### src/hdl/mmc_pkg.sv
/*
 * mmc_pkg: register offsets, field positions, reset values and bounds for
 * the address translation, fetch strobe mode and internal I/O control block.
 * Assumes one core clock; the core presents internal I/O accesses
 * as 16-bit addresses with strobes.
 */
package mmc_pkg;
  localparam logic [7:0]  OFS_UPPER_COMMON_BASE = 8'h38;
  localparam logic [7:0]  OFS_BANK_AREA_BASE    = 8'h39;
  localparam logic [7:0]  OFS_AREA_BOUNDARIES   = 8'h3a;
  localparam logic [7:0]  OFS_OPERATION_MODE    = 8'h3e;
  localparam logic [7:0]  OFS_IO_SPACE_CONTROL  = 8'h3f;

  localparam logic [7:0]  RST_BASE              = 8'h00;
  localparam logic [7:0]  RST_AREA_BOUNDARIES   = 8'hff;
  localparam logic        RST_FETCH_STROBE_EN   = 1'b1;
  localparam logic [1:0]  RST_IO_RELOCATE       = 2'h0;
  localparam logic        RST_IO_HALT           = 1'b0;

  localparam int          BIT_FETCH_STROBE_EN   = 7;
  localparam int          BIT_IO_RELOCATE_HI    = 7;
  localparam int          BIT_IO_RELOCATE_LO    = 6;
  localparam int          BIT_IO_HALT_ENABLE    = 5;

  localparam int          PAGE_SHIFT            = 12;
  localparam int          IO_BLOCK_SHIFT        = 6;
  localparam logic [7:0]  IO_PAGE_HIGH          = 8'h00;
  localparam logic [7:0]  RD_PAD                = 8'h00;
  localparam logic [6:0]  OMC_UNUSED_RD         = 7'h7f;
  localparam logic [4:0]  ICR_UNUSED_RD         = 5'h1f;

  typedef enum logic [1:0] {
    MMC_REGION_COMMON0,
    MMC_REGION_BANK,
    MMC_REGION_COMMON1
  } mmc_region_t;
endpackage

### src/hdl/mmc_ctrl.sv
/*
 * mmc_ctrl: translation registers, fetch strobe mode, internal I/O decode
 * and relocation, I/O halt mode.
 * Assumes the core gives 16-bit I/O addresses with read/write strobes,
 * one-cycle cycle markers for fetch kinds, and samples read data
 * in the cycle after the strobe.
 */
// What this block does
// - bank base, in 4-KB units, forms the 20-bit bank-area physical address.
// - reset clears the bank base register.
// - upper common base serves common area 1; reset clears it.
// - area bounds split 64-KB space into up to three regions.
// - bits 7-4 give common area 1 start page; reset all ones.
// - bits 3-0 give bank area start page; reset all ones.
// - reset sets the fetch strobe enable bit.
// - with enable, strobe low on fetch, level-0 ack, first NMI ack cycle.
// - with enable, return-from-interrupt fetched only once.
// - without enable, strobe stays high on instruction fetch.
// - without enable, return-from-interrupt refetched with strobe asserted.
// - I/O control bits 7,6 relocate internal I/O; reset clears them.
// - internal I/O decoded only when upper eight address bits are zero.
// - bit 5 enters I/O halt; cleared by software or reset.
`timescale 1ns/1ps
module mmc_ctrl
  import mmc_pkg::*;
(
  input  wire logic        i_core_clk,
  input  wire logic        i_rst,
  input  wire logic [15:0] i_io_addr,
  input  wire logic        i_io_wr,
  input  wire logic        i_io_rd,
  input  wire logic [7:0]  i_io_wdata,
  input  wire logic [15:0] i_logical_addr,
  input  wire logic        i_opcode_fetch,
  input  wire logic        i_level0_ack,
  input  wire logic        i_nmi_ack_first,
  input  wire logic        i_return_from_interrupt_fetched,
  output logic      [19:0] o_physical_addr,
  output mmc_region_t      o_region,
  output logic             o_internal_io_sel,
  output logic      [5:0]  o_internal_io_offset,
  output logic      [7:0]  o_io_rdata,
  output logic             o_io_rvalid,
  output logic             o_fetch_cycle_strobe_n,
  output logic             o_return_from_interrupt_refetch,
  output logic             o_io_halt_mode
);
  logic [7:0] upper_common_base_ff;
  logic [7:0] bank_area_base_ff;
  logic [7:0] area_boundaries_ff;
  logic       fetch_strobe_enable_ff;
  logic [1:0] io_relocate_ff;
  logic       io_halt_enable_ff;
  logic       fetch_strobe_n_ff;
  logic       nxt_fetch_strobe_n;
  logic       return_from_interrupt_refetch_ff;
  logic [7:0] io_rdata_ff;
  logic       io_rvalid_ff;
  logic [7:0] int_addr;
  logic       int_hit;
  logic       wr_hit;

  // internal block sits on a 64-byte boundary of the low page
  always_comb begin
    int_hit  = (i_io_addr[15:8] == IO_PAGE_HIGH)
            && (i_io_addr[7:IO_BLOCK_SHIFT] == io_relocate_ff);
    int_addr = {2'h0, i_io_addr[IO_BLOCK_SHIFT-1:0]};
    wr_hit   = int_hit && i_io_wr;
  end

  assign o_internal_io_sel    = int_hit && (i_io_wr || i_io_rd);
  assign o_internal_io_offset = i_io_addr[IO_BLOCK_SHIFT-1:0];

  // translation registers
  always_ff @(posedge i_core_clk) begin
    if (i_rst) begin
      upper_common_base_ff <= RST_BASE;
      bank_area_base_ff    <= RST_BASE;
      area_boundaries_ff   <= RST_AREA_BOUNDARIES;
    end else if (wr_hit) begin
      if (int_addr == OFS_UPPER_COMMON_BASE) begin
        upper_common_base_ff <= i_io_wdata;
      end
      if (int_addr == OFS_BANK_AREA_BASE) begin
        bank_area_base_ff <= i_io_wdata;
      end
      if (int_addr == OFS_AREA_BOUNDARIES) begin
        area_boundaries_ff <= i_io_wdata;
      end
    end
  end

  // mode and I/O control registers
  always_ff @(posedge i_core_clk) begin
    if (i_rst) begin
      fetch_strobe_enable_ff <= RST_FETCH_STROBE_EN;
      io_relocate_ff         <= RST_IO_RELOCATE;
      io_halt_enable_ff      <= RST_IO_HALT;
    end else if (wr_hit) begin
      if (int_addr == OFS_OPERATION_MODE) begin
        fetch_strobe_enable_ff <= i_io_wdata[BIT_FETCH_STROBE_EN];
      end
      if (int_addr == OFS_IO_SPACE_CONTROL) begin
        io_relocate_ff    <= {i_io_wdata[BIT_IO_RELOCATE_HI],
                              i_io_wdata[BIT_IO_RELOCATE_LO]};
        io_halt_enable_ff <= i_io_wdata[BIT_IO_HALT_ENABLE];
      end
    end
  end

  assign o_io_halt_mode = io_halt_enable_ff;

  // fetch strobe and return-from-interrupt refetch
  always_comb begin
    if (fetch_strobe_enable_ff) begin
      nxt_fetch_strobe_n = !(i_opcode_fetch || i_level0_ack
                             || i_nmi_ack_first);
    end else begin
      nxt_fetch_strobe_n = !return_from_interrupt_refetch_ff;
    end
  end

  always_ff @(posedge i_core_clk) begin
    if (i_rst) begin
      fetch_strobe_n_ff <= 1'b1;
      return_from_interrupt_refetch_ff   <= 1'b0;
    end else begin
      fetch_strobe_n_ff <= nxt_fetch_strobe_n;
      return_from_interrupt_refetch_ff   <= i_return_from_interrupt_fetched && !fetch_strobe_enable_ff
                           && !return_from_interrupt_refetch_ff;
    end
  end

  assign o_fetch_cycle_strobe_n = fetch_strobe_n_ff;
  assign o_return_from_interrupt_refetch         = return_from_interrupt_refetch_ff;

  // register read port, one cycle after the strobe
  always_ff @(posedge i_core_clk) begin
    if (i_rst) begin
      io_rdata_ff  <= RD_PAD;
      io_rvalid_ff <= 1'b0;
    end else begin
      io_rvalid_ff <= int_hit && i_io_rd;
      if (int_hit && i_io_rd) begin
        unique case (int_addr)
          OFS_UPPER_COMMON_BASE: io_rdata_ff <= upper_common_base_ff;
          OFS_BANK_AREA_BASE:    io_rdata_ff <= bank_area_base_ff;
          OFS_AREA_BOUNDARIES:   io_rdata_ff <= area_boundaries_ff;
          OFS_OPERATION_MODE:    io_rdata_ff <= {fetch_strobe_enable_ff,
                                                 OMC_UNUSED_RD};
          OFS_IO_SPACE_CONTROL:  io_rdata_ff <= {io_relocate_ff,
                                                 io_halt_enable_ff,
                                                 ICR_UNUSED_RD};
          default:               io_rdata_ff <= RD_PAD;
        endcase
      end
    end
  end

  assign o_io_rdata  = io_rdata_ff;
  assign o_io_rvalid = io_rvalid_ff;

  mmc_translate u_translate (
    .i_logical_addr            (i_logical_addr),
    .i_bank_start_page         (area_boundaries_ff[3:0]),
    .i_upper_common_start_page (area_boundaries_ff[7:4]),
    .i_bank_area_base          (bank_area_base_ff),
    .i_upper_common_base       (upper_common_base_ff),
    .o_physical_addr           (o_physical_addr),
    .o_region                  (o_region)
  );

  property p_reset_values;
    @(posedge i_core_clk)
    i_rst |=> bank_area_base_ff == RST_BASE
      && area_boundaries_ff == RST_AREA_BOUNDARIES && fetch_strobe_enable_ff;
  endproperty
  a_reset_values: assert property (p_reset_values)
    else $error("reset values wrong");

  property p_upper_base_reset;
    @(posedge i_core_clk) i_rst |=> upper_common_base_ff == RST_BASE;
  endproperty
  a_upper_base_reset: assert property (p_upper_base_reset)
    else $error("upper common base not cleared");

  property p_bank_translate;
    @(posedge i_core_clk) disable iff (i_rst)
    o_region == MMC_REGION_BANK |->
      o_physical_addr == {4'h0, i_logical_addr}
                       + {bank_area_base_ff, 12'h000};
  endproperty
  a_bank_translate: assert property (p_bank_translate)
    else $error("bank address wrong");

  property p_region_pick;
    @(posedge i_core_clk) disable iff (i_rst)
    (i_logical_addr[15:12] < area_boundaries_ff[3:0])
      |-> o_region == MMC_REGION_COMMON0;
  endproperty
  a_region_pick: assert property (p_region_pick)
    else $error("region pick wrong");

  property p_strobe_on;
    @(posedge i_core_clk) disable iff (i_rst)
    fetch_strobe_enable_ff && i_opcode_fetch |=> !o_fetch_cycle_strobe_n;
  endproperty
  a_strobe_on: assert property (p_strobe_on)
    else $error("fetch strobe missing");

  property p_strobe_off;
    @(posedge i_core_clk) disable iff (i_rst)
    !fetch_strobe_enable_ff && !return_from_interrupt_refetch_ff
      |=> o_fetch_cycle_strobe_n;
  endproperty
  a_strobe_off: assert property (p_strobe_off)
    else $error("fetch strobe driven while disabled");

  property p_refetch;
    @(posedge i_core_clk) disable iff (i_rst)
    i_return_from_interrupt_fetched && !fetch_strobe_enable_ff && !return_from_interrupt_refetch_ff
      |=> return_from_interrupt_refetch_ff ##1 !o_fetch_cycle_strobe_n;
  endproperty
  a_refetch: assert property (p_refetch)
    else $error("refetch not issued");

  property p_no_refetch;
    @(posedge i_core_clk) disable iff (i_rst)
    fetch_strobe_enable_ff |=> !return_from_interrupt_refetch_ff;
  endproperty
  a_no_refetch: assert property (p_no_refetch)
    else $error("refetch while strobe enabled");

  property p_decode_high;
    @(posedge i_core_clk) disable iff (i_rst)
    i_io_addr[15:8] != IO_PAGE_HIGH |-> !o_internal_io_sel;
  endproperty
  a_decode_high: assert property (p_decode_high)
    else $error("decode with upper bits set");

  property p_halt_write;
    @(posedge i_core_clk) disable iff (i_rst)
    wr_hit && int_addr == OFS_IO_SPACE_CONTROL
      |=> o_io_halt_mode == $past(i_io_wdata[BIT_IO_HALT_ENABLE]);
  endproperty
  a_halt_write: assert property (p_halt_write)
    else $error("halt bit not stored");

  property p_common1_translate;
    @(posedge i_core_clk) disable iff (i_rst)
    o_region == MMC_REGION_COMMON1 |->
      o_physical_addr == {4'h0, i_logical_addr}
                       + {upper_common_base_ff, 12'h000};
  endproperty
  a_common1_translate: assert property (p_common1_translate)
    else $error("common area 1 address wrong");

  property p_common0_translate;
    @(posedge i_core_clk) disable iff (i_rst)
    o_region == MMC_REGION_COMMON0 |->
      o_physical_addr == {4'h0, i_logical_addr};
  endproperty
  a_common0_translate: assert property (p_common0_translate)
    else $error("common area 0 address wrong");

  property p_upper_region;
    @(posedge i_core_clk) disable iff (i_rst)
    (i_logical_addr[15:12] >= area_boundaries_ff[7:4])
      |-> o_region == MMC_REGION_COMMON1;
  endproperty
  a_upper_region: assert property (p_upper_region)
    else $error("common area 1 not selected");

  property p_bank_region;
    @(posedge i_core_clk) disable iff (i_rst)
    (i_logical_addr[15:12] >= area_boundaries_ff[3:0])
      && (i_logical_addr[15:12] < area_boundaries_ff[7:4])
      |-> o_region == MMC_REGION_BANK;
  endproperty
  a_bank_region: assert property (p_bank_region)
    else $error("bank area not selected");

  property p_ack_strobe;
    @(posedge i_core_clk) disable iff (i_rst)
    fetch_strobe_enable_ff && (i_level0_ack || i_nmi_ack_first)
      |=> !o_fetch_cycle_strobe_n;
  endproperty
  a_ack_strobe: assert property (p_ack_strobe)
    else $error("acknowledge strobe missing");

  property p_io_ctrl_reset;
    @(posedge i_core_clk)
    i_rst |=> io_relocate_ff == RST_IO_RELOCATE && !o_io_halt_mode;
  endproperty
  a_io_ctrl_reset: assert property (p_io_ctrl_reset)
    else $error("I/O control not cleared");

  property p_block_miss;
    @(posedge i_core_clk) disable iff (i_rst)
    i_io_addr[7:IO_BLOCK_SHIFT] != io_relocate_ff |-> !o_internal_io_sel;
  endproperty
  a_block_miss: assert property (p_block_miss)
    else $error("decode outside relocated block");

  c_bank_access: cover property (@(posedge i_core_clk)
    o_region == MMC_REGION_BANK);
  c_refetch: cover property (@(posedge i_core_clk) return_from_interrupt_refetch_ff);
  c_relocated: cover property (@(posedge i_core_clk)
    o_internal_io_sel && io_relocate_ff != RST_IO_RELOCATE);
  c_halt_mode: cover property (@(posedge i_core_clk)
    o_io_halt_mode && !i_rst);
  c_ack_strobe: cover property (@(posedge i_core_clk)
    fetch_strobe_enable_ff && i_nmi_ack_first);
endmodule

### src/hdl/mmc_translate.sv
/*
 * mmc_translate: maps a 16-bit logical address to a 20-bit physical one.
 * Assumes the bounds and bases come straight from the register file.
 */
`timescale 1ns/1ps
module mmc_translate
  import mmc_pkg::*;
(
  input  wire logic [15:0] i_logical_addr,
  input  wire logic [3:0]  i_bank_start_page,
  input  wire logic [3:0]  i_upper_common_start_page,
  input  wire logic [7:0]  i_bank_area_base,
  input  wire logic [7:0]  i_upper_common_base,
  output logic      [19:0] o_physical_addr,
  output mmc_region_t      o_region
);
  logic [7:0] base;

  always_comb begin
    if (i_logical_addr[15:12] >= i_upper_common_start_page) begin
      o_region = MMC_REGION_COMMON1;
      base     = i_upper_common_base;
    end else if (i_logical_addr[15:12] >= i_bank_start_page) begin
      o_region = MMC_REGION_BANK;
      base     = i_bank_area_base;
    end else begin
      o_region = MMC_REGION_COMMON0;
      base     = RST_BASE;
    end
    o_physical_addr = {4'h0, i_logical_addr}
                    + {base, {PAGE_SHIFT{1'b0}}};
  end
endmodule

### config.mk
export PLATFORM = sky130hd
export DESIGN_NAME = mmc_ctrl
export DESIGN_NICKNAME = d
export VERILOG_FILES = /design/src/hdl/mmc_pkg.sv /design/src/hdl/mmc_ctrl.sv /design/src/hdl/mmc_translate.sv
export SDC_FILE = /design/constraint.sdc
export NUM_CORES = 1
export LEC_CHECK = 0
export BUFFER_PORTS_ARGS = -buffer_cell sky130_fd_sc_hd__buf_2
export CAP_MARGIN = 20
export CORE_MARGIN = 2
export CORE_UTILIZATION = 53
export CTS_CLUSTER_SIZE = 24
export DETAILED_ROUTE_END_ITERATION = 6
export PLACE_DENSITY_LB_ADDON = 0.1
export SYNTH_ARGS = -nofsm -noshare
export SYNTH_HDL_FRONTEND = slang
export SYNTH_SLANG_ARGS = --single-unit
### constraint.sdc
create_clock -name i_core_clk -period 8.45 [get_ports i_core_clk]
set_clock_uncertainty 0.05 [all_clocks]
set_input_delay 0.4225 -clock i_core_clk [delete_from_list [all_inputs] [get_ports i_core_clk]]
set_output_delay 0.4225 -clock i_core_clk [all_outputs]
set_load 0.01 [all_outputs]
==> summary.txt <==
CTS
  – Number of CTS-inserted buffers: 5
  – CTS tree: built
  – Hold-fix buffer count after cts: 0
  – Post-CTS setup buffers: 0
  – CTS root buf: clkbuf_8
  – Reg clk slew, reported paths: 0.08 ns
  – Num Clock Sinks: 39
  – # H-tree levels: 2
  – Worst skew pair latency: 0.29 ns
  – PostCTS Resize Cnt: 0
  – CTS Buffer Depth: 2

Yosys
  – Net Count, Synth: between 300 and 400
  – Synth top area cells: dfxtp_1 33%, mux2i_1 7.9%, ha_1 6.3%
  – FF+latch count, synth: 39
  – Ys flop type: dfxtp_1
  – Syn Inst Count: between 200 and 300
  – Yosys top cell area share: 0.325
  – Post-synth EDFFs: 0
  – Yosys warnings: 0
  – Yosys cell types: 52
  – Post-synthesis average cell area: 9.13 sq um
  – Cell accounting for the most synthesized area: dfxtp_1
  – Async SR Flop Fraction: 0
  – Count leader, synth: dfxtp_1
  – Register area share after synthesis: 0.325
  – Netlist Area Pre-Place: around 2400 sq um
  – List of most frequent post-synthesis cells: 39 x dfxtp_1, 28 x nor2_1, 24 x nand2_1

Floorplan
  – Die area: roughly 5100 sq um
  – Chip width: ~70 um
  – Die height: approximately 70 um
  – Core ar.: 4350 sq um
  – I/O pin total: 89
  – Starting Density: 0.551
  – FP Rows: 24

Detailed routing
  – Remaining antenna violation count: 0
  – Post-route DRC: 0
  – DR WL/cell: around 15 um
  – Initial DRC count: about 150
  – Routed Wire Length: about 5500 um
  – Vias per cell: roughly 5.6
  – Routed vias: approximately 2000
  – Pre-antenna DRT Iters: 5

GRT
  – Gr busiest metal: met2
  – GRT Total Usage: 0.219
  – Initial antenna violation count: 0
  – Largest net degree at the start of global routing: 40
  – Grt met1 use: 0.282
  – Met2 Usage GRT: 0.378
  – Remaining Overflow, GRT: 0
  – Vias in the first global route: roughly 1900
  – GR Util met3: 0.0436
  – First-pass GRT wire length: just under 9000 um

Placed design
  – Placed inst area: between 2000 and 3000 sq um
  – RePlAce Congestion: 0.836
  – Port-buffer cells: 64
  – HPWL after DPL: roughly 4200 um
  – Pre-CTS setup slack: around 4.6 ns

Critical path
  – R2r setup slk: roughly 6.5 ns
  – Crit path DAT: approximately 3.4 ns
  – RR Startpoint: io_relocate_ff[1]
  – FF-to-FF path depth: 5
  – Worst-path maximum fanout: 13
  – Critical path class: reg2out
  – Startpoint Class: flop
  – WP data required: between 7 and 8 ns
  – Setup crit end kind: output port
  – Reg2reg end: area_boundaries_ff[0]

Worst hold path
  – Worst min path class: in2reg
  – Hold_sp: i_io_wdata[0]
  – Hold Path Sink: area_boundaries_ff[0]
  – Hold Crit Depth: 2

Power
  – Switching pwr: around 0.086 mW
  – Sw frac: 0.233
  – Pleak: about 1.4 nW
  – Peak VDD IR: 0.139 mV
  – P per Cell Area: about 140 nW/um^2
  – Pint: 0.285 mW
  – Clock power frac: 0.418
  – Sequential Power Share: 0.495
  – Logic pwr share: 0.087

Timing
  – Final worst path period share: 0.461
  – RSZ-0062 raised after global routing: false
  – Final setup margin: about 4.6 ns
  – Worst slew pin tran: 0.773 ns
  – Slew margin rel.: 0.483
  – Setup TNS: 0 ns
  – Slew Limit Fails: 0
  – Final min period: approximately 3.9 ns
  – Final Setup Violations: 0
  – Fmax: 0.257 GHz
  – Final hold vios: 0

Cells and area
  – Reg area: ~800 sq um
  – Filler instances: slightly below 400
  – Ant diodes: 0
  – Area of the multi-input gates: 1380 sq um
  – Layout cells sized above 1: 0.296
  – Finished Cell Area: 2700 sq um
  – Final nets: between 300 and 400
  – Layout area overhead: 12.4%

Flow run
  – Max-cap violations: 0

Run status
  – Outcome: completed
==> layout make-up <==
class,instances,area share
Multi-Input combinational cell,186,0.512
Sequential cell,39,0.289
Timing Repair Buffer,64,0.119
Clock buffer,5,0.0255
Tap cell,52,0.0241
Clock inverter,3,0.0162
Inverter,10,0.0139
==> layout by cell type, fill, tap and decap left out, types with 3 or more instances in the layout <==
master    count
mux2i_1      19
dfxtp_1      39
a21oi_1      12
a21bo_2       7
ha_1         12
inv_1        10
a222oi_1      3
xor2_1        6
a211o_1       9
nand2b_1      4
nand3_1       6
nand4_1       4
clkbuf_8      5
nor2_1       28
a21o_1        4
a22o_1        4
nor2b_1       3
a221oi_1      5
nand2_1      24
buf_2        64
==> registers in the layout (all words and copies together), names as in the netlist <==
register and cells:
area_boundaries_ff 8, bank_area_base_ff 8, fetch_strobe_enable_ff 1, io_relocate_ff 2, o_fetch_cycle_strobe_n 1, o_io_halt_mode 1
o_io_rdata 8, o_io_rvalid 1, o_return_from_interrupt_refetch 1, upper_common_base_ff 8
==> worst max-delay path, cell delays in order (launching register included) <==
cell,delay [ns]
dfxtp_1,0.39
ha_1,0.25
or3b_1,0.40
a21oi_2,0.20
inv_1,0.20
a22o_1,0.28
ha_1,0.20
fa_1,0.40
a21o_1,0.18
a21oi_1,0.23
a211oi_1,0.09
xor2_1,0.16
buf_2,0.15
==> worst max-delay path by stage <==
stage / slack, ns / start / to
after floorplan: 4.91 / i_logical_addr[12] / o_physical_addr[18]
after CTS: 4.55 / area_boundaries_ff[4] / o_physical_addr[18]
after global routing: 4.31 / area_boundaries_ff[4] / o_physical_addr[18]
after detailed placement: 4.63 / i_logical_addr[12] / o_physical_addr[18]
after global placement: 4.69 / i_logical_addr[12] / o_physical_addr[18]
final: 4.55 / area_boundaries_ff[4] / o_physical_addr[18]
==> metrics by stage <==
step                power, mW  utilization  hold slack [ns]  instances
floorplan               0.212            -            0.407        263
global placement        0.220        0.594            0.383        351
detailed placement      0.221        0.594            0.386        351
CTS                     0.376        0.620            0.308        359
global route            0.385        0.620            0.314        359
finish                  0.372        0.620            0.314        359
==> metal layers <==
layer	share of wire	wire length (um)	vias to the layer above
met1	0.45	2480	927
met2	0.49	2720	50
li1	-	-	1016
met5	0	0	-
met3	0.056	313	4
met4	0.0049	27	0
==> cells by family (layout without fill, tap and decap cells) <==
group,Yosys count,after routing,synth area share
muxes,20,20,0.0839
and+or+nand+nor,91,91,0.210
adders and majority gates,13,13,0.0709
DFF,39,39,0.325
buffers and inverters,38,82,0.0995
AOI/OAI and AO/OA,54,54,0.181
xor gates and xnor gates,8,8,0.0292
==> power groups by stage <==
stage               clock [mW]  sequential, mW  combinational, mW
floorplan                    0           0.189             0.0231
global placement             0           0.188             0.0321
detailed placement           0           0.188             0.0326
CTS                      0.159           0.184             0.0326
global route             0.165           0.184             0.0358
finish                   0.155           0.184             0.0325
Note: power is estimated with default switching activity, not from simulation.
